**src/rtl/pdr_pkg.sv**
```systemverilog
package pdr_pkg;

  // ****************************************************************
  // register map
  // ****************************************************************
  localparam logic [3:0]  ADDR_CTRL      = 4'h0;
  localparam logic [3:0]  ADDR_STATUS    = 4'h4;
  localparam logic [3:0]  ADDR_WORD      = 4'h8;
  localparam logic [31:0] CTRL_RESET     = 32'h0000_0000;
  localparam int          CTRL_RELAY_BIT = 0;
  localparam int          CTRL_CCIS_BIT  = 1;
  localparam int          STAT_LOCK_BIT  = 0;
  localparam int          STAT_PD_BIT    = 1;
  localparam int          STAT_A_BIT     = 2;
  localparam int          STAT_B_BIT     = 3;
  localparam int          WORD_SAMP_LSB  = 16;
  localparam logic [1:0]  RESP_OKAY      = 2'h0;
  localparam logic [1:0]  RESP_SLVERR    = 2'h2;

  // ****************************************************************
  // timing
  // ****************************************************************
  localparam longint unsigned CLK_FREQ_HZ  = 100_000_000;
  localparam longint unsigned CONV_FREQ_HZ = 1_024_000;
  localparam longint unsigned FILT_FREQ_HZ = 128_000;
  localparam int unsigned     LOCK_TIME_MS = 20;
  localparam int unsigned     LOCK_MAX_MS  = 90;
  localparam int unsigned     LOSS_TIME_US = 250;
  localparam int unsigned     LOCK_CYCLES  = LOCK_TIME_MS * int'(CLK_FREQ_HZ / 1000);
  localparam int unsigned     LOSS_CYCLES  = LOSS_TIME_US * int'(CLK_FREQ_HZ / 1_000_000);
  localparam logic [31:0]     NCO_STEP     =
    32'((CONV_FREQ_HZ * (64'h1 << 32)) / CLK_FREQ_HZ);
  localparam int              FILT_DIV     = int'(CONV_FREQ_HZ / FILT_FREQ_HZ);
  localparam int              FILT_CNT_W   = $clog2(FILT_DIV);

  // ****************************************************************
  // word format
  // ****************************************************************
  localparam int           WORD_BITS = 8;
  localparam logic [15:0]  MU_BIAS   = 16'h0084;

endpackage

```
**src/rtl/pdr_lock_detect.sv**
```systemverilog
`timescale 1ns/10ps
module pdr_lock_detect #(
  parameter int unsigned LOCK_CYCLES = pdr_pkg::LOCK_CYCLES,
  parameter int unsigned LOSS_CYCLES = pdr_pkg::LOSS_CYCLES
) (
  input  wire logic aclk,
  input  wire logic aresetn,
  input  wire logic strobe_rise,
  output logic      locked
);

  logic [31:0] gap_q;
  logic [31:0] lock_q;
  logic        present_q;
  logic        locked_q;

  // ****************************************************************
  // strobe presence
  // ****************************************************************
  always_ff @(posedge aclk)
  begin
    if (!aresetn)
    begin
      gap_q     <= 32'h0000_0000;
      present_q <= 1'b0;
    end
    else if (strobe_rise)
    begin
      gap_q     <= 32'h0000_0000;
      present_q <= 1'b1;
    end
    else if (gap_q >= LOSS_CYCLES - 1)
      present_q <= 1'b0;
    else
      gap_q <= gap_q + 32'h0000_0001;
  end

  // ****************************************************************
  // lock-up interval
  // ****************************************************************
  // outputs stay idle for the whole interval after strobes resume
  always_ff @(posedge aclk)
  begin
    if (!aresetn)
    begin
      lock_q   <= 32'h0000_0000;
      locked_q <= 1'b0;
    end
    else if (!present_q)
    begin
      lock_q   <= 32'h0000_0000;
      locked_q <= 1'b0;
    end
    else if (lock_q >= LOCK_CYCLES - 1)
      locked_q <= 1'b1;
    else
      lock_q <= lock_q + 32'h0000_0001;
  end

  assign locked = locked_q;

endmodule

```
**src/rtl/pdr_receive.sv**
```systemverilog
`timescale 1ns/10ps
// How it works
// - timing locks to strobe; 128 kHz filter and 1.024 MHz converter clocks
// - missing strobes drop lock and put the block into power-down
// - power-down makes amplifier high impedance and both signaling outputs inactive
// - after strobes resume, outputs stay idle for the lock-up interval
// - strobe rising edge starts a new word, one bit per shift clock
// - full word is mu-255 decoded and handed to sample-and-hold
// - select rising edge latches received eighth bit onto output A
// - select falling edge latches received signaling bit onto output B
// - outside common-channel mode, signaling latches change only right after their select transition or on loss of lock
// - common-channel option latches A at bit time 1, B at bit 8
// - each bit is sampled on a falling shift clock after strobe rose
// - relay polarity option inverts both signaling outputs
module pdr_receive #(
  parameter int unsigned LOCK_CYCLES = pdr_pkg::LOCK_CYCLES,
  parameter int unsigned LOSS_CYCLES = pdr_pkg::LOSS_CYCLES
) (
  input  wire logic        aclk,
  input  wire logic        aresetn,
  input  wire logic [3:0]  s_axi_awaddr,
  input  wire logic        s_axi_awvalid,
  output logic             s_axi_awready,
  input  wire logic [31:0] s_axi_wdata,
  input  wire logic [3:0]  s_axi_wstrb,
  input  wire logic        s_axi_wvalid,
  output logic             s_axi_wready,
  output logic [1:0]       s_axi_bresp,
  output logic             s_axi_bvalid,
  input  wire logic        s_axi_bready,
  input  wire logic [3:0]  s_axi_araddr,
  input  wire logic        s_axi_arvalid,
  output logic             s_axi_arready,
  output logic [31:0]      s_axi_rdata,
  output logic [1:0]       s_axi_rresp,
  output logic             s_axi_rvalid,
  input  wire logic        s_axi_rready,
  input  wire logic        shift_clk,
  input  wire logic        strobe,
  input  wire logic        pcm_in,
  input  wire logic        sig_select,
  input  wire logic        sig_ab_in,
  output logic             sig_a_out,
  output logic             sig_b_out,
  output logic             amp_hiz,
  output logic             power_down,
  output logic             conv_clk,
  output logic             filt_clk,
  output logic [15:0]      dac_sample,
  output logic             dac_load
);

  localparam int FW = pdr_pkg::FILT_CNT_W;

  logic        locked;
  logic        sck_q;
  logic        str_q;
  logic        sel_q;
  logic        sck_fall;
  logic        str_rise;
  logic        sel_rise;
  logic        sel_fall;
  logic        rx_active_q;
  logic [2:0]  bit_cnt_q;
  logic [7:0]  shift_q;
  logic [7:0]  last_word_q;
  logic        word_done_q;
  logic        word_end;
  logic        a_q;
  logic        b_q;
  logic [15:0] sample_q;
  logic        load_q;
  logic [31:0] nco_q;
  logic        conv_q;
  logic [FW-1:0] filt_cnt_q;
  logic [31:0] ctrl_q;
  logic        relay_mode;
  logic        ccis_mode;
  logic [3:0]  awaddr_q;
  logic        aw_have_q;
  logic [31:0] wdata_q;
  logic [3:0]  wstrb_q;
  logic        w_have_q;
  logic        bvalid_q;
  logic [1:0]  bresp_q;
  logic        rvalid_q;
  logic [31:0] rdata_q;
  logic [1:0]  rresp_q;

  // ****************************************************************
  // mu-255 expansion to signed linear
  // ****************************************************************
  function automatic logic [15:0] mu_decode(input logic [7:0] w);
    logic [7:0]  u;
    logic [15:0] t;
    logic [15:0] mag;
    u   = ~w;
    t   = (16'({u[3:0], 3'h0}) + pdr_pkg::MU_BIAS) << u[6:4];
    mag = t - pdr_pkg::MU_BIAS;
    return u[7] ? 16'(-mag) : mag;
  endfunction

  // ****************************************************************
  // lock detector
  // ****************************************************************
  pdr_lock_detect #(
    .LOCK_CYCLES (LOCK_CYCLES),
    .LOSS_CYCLES (LOSS_CYCLES)
  ) u_lock (
    .aclk        (aclk),
    .aresetn     (aresetn),
    .strobe_rise (str_rise),
    .locked      (locked)
  );

  assign relay_mode = ctrl_q[pdr_pkg::CTRL_RELAY_BIT];
  assign ccis_mode  = ctrl_q[pdr_pkg::CTRL_CCIS_BIT];

  // ****************************************************************
  // edge detection
  // ****************************************************************
  always_ff @(posedge aclk)
  begin
    if (!aresetn)
    begin
      sck_q <= 1'b0;
      str_q <= 1'b0;
    end
    else
    begin
      sck_q <= shift_clk;
      str_q <= strobe;
    end
  end

  // select is only looked at on shift edges, so glitches between edges are ignored
  always_ff @(posedge aclk)
  begin
    if (!aresetn)
      sel_q <= 1'b0;
    else if (sck_fall)
      sel_q <= sig_select;
  end

  assign sck_fall = sck_q & ~shift_clk;
  assign str_rise = ~str_q & strobe;
  assign sel_rise = sck_fall & sig_select & ~sel_q;
  assign sel_fall = sck_fall & ~sig_select & sel_q;
  assign word_end = sck_fall & rx_active_q & (bit_cnt_q == 3'h7);

  // ****************************************************************
  // serial word input
  // ****************************************************************
  // a strobe edge in the same cycle as a shift edge restarts the word
  always_ff @(posedge aclk)
  begin
    if (!aresetn)
    begin
      rx_active_q <= 1'b0;
      bit_cnt_q   <= 3'h0;
      shift_q     <= 8'h00;
    end
    else if (str_rise)
    begin
      rx_active_q <= locked;
      bit_cnt_q   <= 3'h0;
    end
    else if (sck_fall && rx_active_q)
    begin
      shift_q   <= {shift_q[6:0], pcm_in};
      bit_cnt_q <= bit_cnt_q + 3'h1;
      if (bit_cnt_q == 3'h7)
        rx_active_q <= 1'b0;
    end
    else if (!locked)
      rx_active_q <= 1'b0;
  end

  always_ff @(posedge aclk)
  begin
    if (!aresetn)
    begin
      last_word_q <= 8'hFF;
      word_done_q <= 1'b0;
    end
    else
    begin
      word_done_q <= word_end & locked;
      if (word_end && locked)
        last_word_q <= {shift_q[6:0], pcm_in};
    end
  end

  // ****************************************************************
  // decoder handoff
  // ****************************************************************
  always_ff @(posedge aclk)
  begin
    if (!aresetn)
    begin
      sample_q <= 16'h0000;
      load_q   <= 1'b0;
    end
    else
    begin
      load_q <= word_done_q;
      if (word_done_q)
        sample_q <= mu_decode(last_word_q);
    end
  end

  // ****************************************************************
  // signaling latches
  // ****************************************************************
  always_ff @(posedge aclk)
  begin
    if (!aresetn)
    begin
      a_q <= 1'b0;
      b_q <= 1'b0;
    end
    else if (!locked)
    begin
      a_q <= 1'b0;
      b_q <= 1'b0;
    end
    else if (ccis_mode)
    begin
      if (sck_fall && rx_active_q && bit_cnt_q == 3'h0)
        a_q <= sig_ab_in;
      if (word_end)
        b_q <= sig_ab_in;
    end
    else
    begin
      if (sel_rise)
        a_q <= last_word_q[0];
      if (sel_fall)
        b_q <= last_word_q[0];
    end
  end

  assign sig_a_out  = locked & (a_q ^ relay_mode);
  assign sig_b_out  = locked & (b_q ^ relay_mode);
  assign amp_hiz    = ~locked;
  assign power_down = ~locked;
  assign dac_sample = sample_q;
  assign dac_load   = load_q;

  // ****************************************************************
  // converter and filter clocks
  // ****************************************************************
  // phase restarts on each strobe so both clocks track the frame
  always_ff @(posedge aclk)
  begin
    if (!aresetn)
    begin
      nco_q      <= 32'h0000_0000;
      conv_q     <= 1'b0;
      filt_cnt_q <= '0;
    end
    else if (!locked || str_rise)
    begin
      nco_q      <= 32'h0000_0000;
      conv_q     <= 1'b0;
      filt_cnt_q <= '0;
    end
    else
    begin
      nco_q  <= nco_q + pdr_pkg::NCO_STEP;
      conv_q <= nco_q[31];
      if (nco_q[31] && !conv_q)
        filt_cnt_q <= filt_cnt_q + FW'(1);
    end
  end

  assign conv_clk = conv_q;
  assign filt_clk = filt_cnt_q[FW-1];

  // ****************************************************************
  // axi4-lite write
  // ****************************************************************
  always_ff @(posedge aclk)
  begin
    if (!aresetn)
    begin
      aw_have_q <= 1'b0;
      w_have_q  <= 1'b0;
      awaddr_q  <= 4'h0;
      wdata_q   <= 32'h0000_0000;
      wstrb_q   <= 4'h0;
    end
    else
    begin
      if (s_axi_awvalid && s_axi_awready)
      begin
        aw_have_q <= 1'b1;
        awaddr_q  <= s_axi_awaddr;
      end
      else if (aw_have_q && w_have_q && !bvalid_q)
        aw_have_q <= 1'b0;
      if (s_axi_wvalid && s_axi_wready)
      begin
        w_have_q <= 1'b1;
        wdata_q  <= s_axi_wdata;
        wstrb_q  <= s_axi_wstrb;
      end
      else if (aw_have_q && w_have_q && !bvalid_q)
        w_have_q <= 1'b0;
    end
  end

  always_ff @(posedge aclk)
  begin
    if (!aresetn)
    begin
      ctrl_q   <= pdr_pkg::CTRL_RESET;
      bvalid_q <= 1'b0;
      bresp_q  <= pdr_pkg::RESP_OKAY;
    end
    else if (aw_have_q && w_have_q && !bvalid_q)
    begin
      bvalid_q <= 1'b1;
      if (awaddr_q[3:2] == pdr_pkg::ADDR_CTRL[3:2])
      begin
        bresp_q <= pdr_pkg::RESP_OKAY;
        if (wstrb_q[0])
          ctrl_q[7:0] <= wdata_q[7:0] & 8'h03;
      end
      else if (awaddr_q[3:2] == pdr_pkg::ADDR_STATUS[3:2] ||
               awaddr_q[3:2] == pdr_pkg::ADDR_WORD[3:2])
        bresp_q <= pdr_pkg::RESP_OKAY;
      else
        bresp_q <= pdr_pkg::RESP_SLVERR;
    end
    else if (bvalid_q && s_axi_bready)
      bvalid_q <= 1'b0;
  end

  assign s_axi_awready = ~aw_have_q;
  assign s_axi_wready  = ~w_have_q;
  assign s_axi_bvalid  = bvalid_q;
  assign s_axi_bresp   = bresp_q;

  // ****************************************************************
  // axi4-lite read
  // ****************************************************************
  always_ff @(posedge aclk)
  begin
    if (!aresetn)
    begin
      rvalid_q <= 1'b0;
      rdata_q  <= 32'h0000_0000;
      rresp_q  <= pdr_pkg::RESP_OKAY;
    end
    else if (s_axi_arvalid && !rvalid_q)
    begin
      rvalid_q <= 1'b1;
      rresp_q  <= pdr_pkg::RESP_OKAY;
      if (s_axi_araddr[3:2] == pdr_pkg::ADDR_CTRL[3:2])
        rdata_q <= ctrl_q;
      else if (s_axi_araddr[3:2] == pdr_pkg::ADDR_STATUS[3:2])
        rdata_q <= {28'h0000000, sig_b_out, sig_a_out, ~locked, locked};
      else if (s_axi_araddr[3:2] == pdr_pkg::ADDR_WORD[3:2])
        rdata_q <= {sample_q, 8'h00, last_word_q};
      else
      begin
        rdata_q <= 32'h0000_0000;
        rresp_q <= pdr_pkg::RESP_SLVERR;
      end
    end
    else if (rvalid_q && s_axi_rready)
      rvalid_q <= 1'b0;
  end

  assign s_axi_arready = ~rvalid_q;
  assign s_axi_rvalid  = rvalid_q;
  assign s_axi_rdata   = rdata_q;
  assign s_axi_rresp   = rresp_q;

  // unlocked cycles counted apart from the detector, so an early lock is caught
  logic [31:0] unlock_cnt_q;

  always_ff @(posedge aclk)
  begin
    if (!aresetn || locked)
      unlock_cnt_q <= 32'h0000_0000;
    else if (unlock_cnt_q < LOCK_CYCLES)
      unlock_cnt_q <= unlock_cnt_q + 32'h0000_0001;
  end
endmodule

```
**config.mk**
```make
export PLATFORM = sky130hd
export DESIGN_NAME = pdr_receive
export DESIGN_NICKNAME = d
export VERILOG_FILES = /design/src/rtl/pdr_pkg.sv /design/src/rtl/pdr_lock_detect.sv /design/src/rtl/pdr_receive.sv
export SDC_FILE = /design/constraint.sdc
export NUM_CORES = 1
export LEC_CHECK = 0
export ABC_AREA = 0
export BUFFER_PORTS_ARGS = -buffer_cell sky130_fd_sc_hd__buf_2
export CORE_ASPECT_RATIO = 0.9
export CORE_MARGIN = 2
export CORE_UTILIZATION = 57
export CTS_CLUSTER_SIZE = 20
export DETAILED_ROUTE_END_ITERATION = 8
export PLACE_DENSITY = 0.83
export SLEW_MARGIN = 30
export SYNTH_ARGS = -nofsm -noshare
export SYNTH_HDL_FRONTEND = slang
export SYNTH_HIERARCHICAL = 1
export SYNTH_SLANG_ARGS = --single-unit
```
**constraint.sdc**
```tcl
create_clock -name aclk -period 2.62 [get_ports aclk]
set_input_delay 0.262 -clock aclk [delete_from_list [all_inputs] [get_ports aclk]]
set_output_delay 0.262 -clock aclk [all_outputs]
set_load 0.05 [all_outputs]
```
==> metrics.md <==
| Metric | Value |
|---|---|
| Run status | `finished, final reports clean` |
| Syn Area/Cell | `8.83 µm²` |
| Setup crit start kind | `flip-flop` |
| Gate power share | `~4.6%` |
| Largest net degree at the start of global routing | `53` |
| Max incr delay on CP | `~0.61 ns` |
| Clk pwr share | `45.7%` |
| Static leakage power | `around 3.6 nW` |
| Asr flop ratio synth | `0%` |
| Placed Area | `between 8000 and 9000 µm²` |
| Gpl congestion | `about 0.90` |
| Clk_lat worst skew | `0.44 ns` |
| # fillers | `about 1100` |
| Vias in the first global route | `slightly below 6000` |
| DR vias/cell | `5.72` |
| Overall routing resource usage | `between 20% and 30%` |
| TritonCTS Buffers | `17` |
| Netlist cell types | `73` |
| Slew at the pin closest to its max-slew limit | `between 0.8 and 0.9 ns` |
| Final wirelength | `~17000 µm` |
| Total grt overflow | `0` |
| Via count | `between 6000 and 7000` |
| H-tree Lvls | `4` |
| Prevailing post-synth register cell | `dfxtp_1` |
| Hold Crit Class | `in -> reg` |
| Port Buffers | `a little under 70` |
| DPL Wire Length | `around 11000 µm` |
| Core Box Area | `~13000 µm²` |
| RSZ-0062 raised after global routing | `false` |
| Setup ws final | `0.267 ns` |
| Yosys top cell by area | `dfxtp_1` |
| Die Area | `~15000 µm²` |
| First-pass GRT wire length | `between 20000 and 30000 µm` |
| Sequential-to-total area share from yosys stat | `roughly 45%` |
| Pwr/cell area | `approximately 620 nW/µm²` |
| CTS Hold Buffers Added | `0` |
| TritonCTS clock tree | `yes` |
| DIE WIDTH | `approximately 130 µm` |
| Cell count after synthesis | `894` |
| Int Power | `roughly 0.0042 W` |
| Synthesis-stage register bit count | `177` |
| Max rail drop VDD | `about 0.58 mV` |
| Crit path capture type | `flip-flop` |
| Fin. Hold Viols | `0` |
| Place WS | `between 0.3 and 0.4 ns` |
| Max Freq | `about 430 MHz` |
| Critical Path AT | `between 2 and 3 ns` |
| Critical path class | `reg -> reg` |
| Worst Path Max Fanout | `12` |
| Max Cap Viol | `0` |
| Synthesized cell area | `7900 µm²` |
| Area of the multi-input gates | `between 4000 and 5000 µm²` |
| Yosys top cell area share | `44.9%` |
| Commonest cells post-synth | `dfxtp_1 (177), nor2_1 (134), nand2_1 (64)` |
| Die Height | `~120 µm` |
| DRT Pass-1 Iters | `5` |
| Top cells by area, synth | `dfxtp_1 (45%), nor2_1 (6.4%), xnor2_1 (3.7%)` |
| Flop2flop setup slack | `0.27 ns` |
| Routed WL per cell | `between 10 and 15 µm` |
| Worst path cell trace | `and3_1, ha_1, and3b_1, and3_1, nor2_1, xnor2_1, mux2i_1, nor2_1` |
| Antenna-violating nets left | `0` |
| Psw | `around 0.0013 W` |
| Critical path's slowest cell | `dfxtp_1` |
| Setup total negative slack | `0 ns` |
| Synthesis-to-layout area growth | `12.6%` |
| Relative slew margins | `between 40% and 50%` |
| Diode count | `0` |
| Layout cells sized above 1 | `between 15 and 20%` |
| # IOs | `120` |
| EDFF count, synth | `0` |
| CTS root buffer | `clkbuf_16` |
| PostCTS Resize Cnt | `0` |
| Starting Density | `slightly below 60%` |
| Setup Skew | `between 0.005 and 0.006 ns` |
| Crit share post-route | `89.8%` |
| Maximum buffer depth of the clock tree | `2` |
| Antenna violations before repair | `0` |
| Tmin final | `about 2.4 ns` |
| Count leader, synth | `dfxtp_1` |
| Final nets | `between 1000 and 1500` |
| DR iter-0 viols | `605` |
| Final setup fails | `0` |
| Seq pwr share | `between 40% and 50%` |
| Sw Share | `a little under a quarter` |
| Sink Count | `around 180` |
| Max Slew Vio Count | `0` |
| DRC Markers | `0` |
| Crit path required time | `a little under 3 ns` |
| Clock Pin Slew Worst Setup and Hold Paths | `0.07 ns` |
| CP delay by family, top | `simple AND/OR/NAND/NOR gates` |
| Number of synthesis warnings | `6` |
| Cell Rows | `40` |
| Finished Cell Area | `~9000 µm²` |
| Register area | `between 3000 and 4000 µm²` |
| Worst Path Buf+Inv | `0` |
| Post-CTS Setup Inserts | `0` |
-- layer usage --
metal | up-vias | GRT usage (%) | wire length, µm
li1 | 3233 | - | -
met1 | 3080 | 31.3 | 7870
met2 | 154 | 36.8 | 7690
met3 | 18 | 6.46 | 915
met4 | 0 | 7.55 | 216
met5 | - | 0 | 0
-- logic make-up after synthesis --
group / Yosys count / share of synthesized area, %
flops: 177 / 44.9
other cells: 1 / 0.0475
simple gates: 375 / 23.5
buf+inv: 74 / 4.85
fa+ha+maj: 8 / 1.27
xor+xnor: 48 / 5.32
mux: 34 / 4.45
compound gates: 177 / 15.7
-- placed cells by master (no fill, tap or decap), types with 3 or more instances in the layout --
| cell | netlist | layout |
|---|---|---|
| xor2_1 | 15 | 15 |
| a211oi_1 | 10 | 10 |
| conb_1 | 1 | 14 |
| xnor2_1 | 33 | 33 |
| ha_1 | 8 | 8 |
| dfxtp_1 | 177 | 177 |
| nand2b_1 | 11 | 11 |
| nor3b_1 | 3 | 3 |
| o211ai_1 | 6 | 6 |
| clkinv_2 | 0 | 3 |
| nand2_1 | 64 | 64 |
| a31oi_1 | 14 | 14 |
| or4_1 | 6 | 6 |
| a22oi_1 | 21 | 21 |
| a41o_1 | 4 | 4 |
| clkbuf_16 | 0 | 17 |
| o21a_1 | 7 | 7 |
| o21ai_0 | 32 | 32 |
| a31o_2 | 3 | 3 |
| nand3_1 | 30 | 30 |
| nor2b_1 | 12 | 12 |
| o31ai_1 | 5 | 5 |
| nor2_1 | 134 | 134 |
| inv_6 | 0 | 4 |
| buf_2 | 2 | 68 |
| or3_1 | 20 | 20 |
| o21ai_1 | 4 | 4 |
| and2_1 | 25 | 25 |
| and3_1 | 21 | 21 |
| clkinvlp_4 | 0 | 4 |
| nand4_1 | 8 | 8 |
| mux2_2 | 5 | 5 |
| inv_1 | 15 | 15 |
| mux2i_1 | 28 | 28 |
| nor4_1 | 4 | 4 |
| nor3_1 | 19 | 19 |
| buf_4 | 18 | 15 |
| a21oi_1 | 42 | 42 |
-- worst paths after layout --
check	from	to	cells past startpoint
setup / recovery	last_word_q[5]$_SDFFE_PN1P_	dac_sample[7]$_SDFFE_PN0P_	8
hold / removal	s_axi_rready	s_axi_rvalid$_SDFFE_PN0P_	2
setup reg to reg	last_word_q[5]$_SDFFE_PN1P_	dac_sample[7]$_SDFFE_PN0P_	8
hold reg to reg	s_axi_bresp[1]$_SDFFE_PN0P_	s_axi_bresp[1]$_SDFFE_PN0P_	2
-- area by class of cell --
cell class	count	area share (%)
sequential	177	39.9
timing repair buffer	84	5.32
tap	168	2.36
clock inverter	15	1.77
multi-input combinational	656	45.2
clock buffer	17	4.79
inverter	16	0.676
-- through the flow --
step           power, W  cells  util (%)  hold slack [ns]
2_1_floorplan   0.00299    907         -            0.361
3_3_place_gp    0.00304   1101      61.7            0.442
3_5_place_dp    0.00304   1101      61.7            0.446
4_1_cts         0.00553   1133      66.0          0.00746
5_1_grt         0.00567   1133      66.0           0.0116
6_report        0.00550   1133      66.0           0.0210
-- flip-flops by register name, summed over array words and instances, names as in the netlist, 2 cells and up --
name / count
ctrl_q: 2
u_lock/lock_q: 32
nco_q: 32
wdata_q: 2
last_word_q: 8
s_axi_rdata: 22
u_lock/gap_q: 32
awaddr_q: 2
bit_cnt_q: 3
dac_sample: 14
filt_cnt_q: 3
shift_q: 7
-- power by group through the flow --
stage / Clock, W / Sequential [W] / Combinational, W
6_report: 0.00251 / 0.00273 / 0.000252
3_5_place_dp: 0 / 0.00279 / 0.000250
2_1_floorplan: 0 / 0.00282 / 0.000172
5_1_grt: 0.00266 / 0.00274 / 0.000271
4_1_cts: 0.00255 / 0.00273 / 0.000252
3_3_place_gp: 0 / 0.00279 / 0.000246
Power figures use the tool's default switching activity.
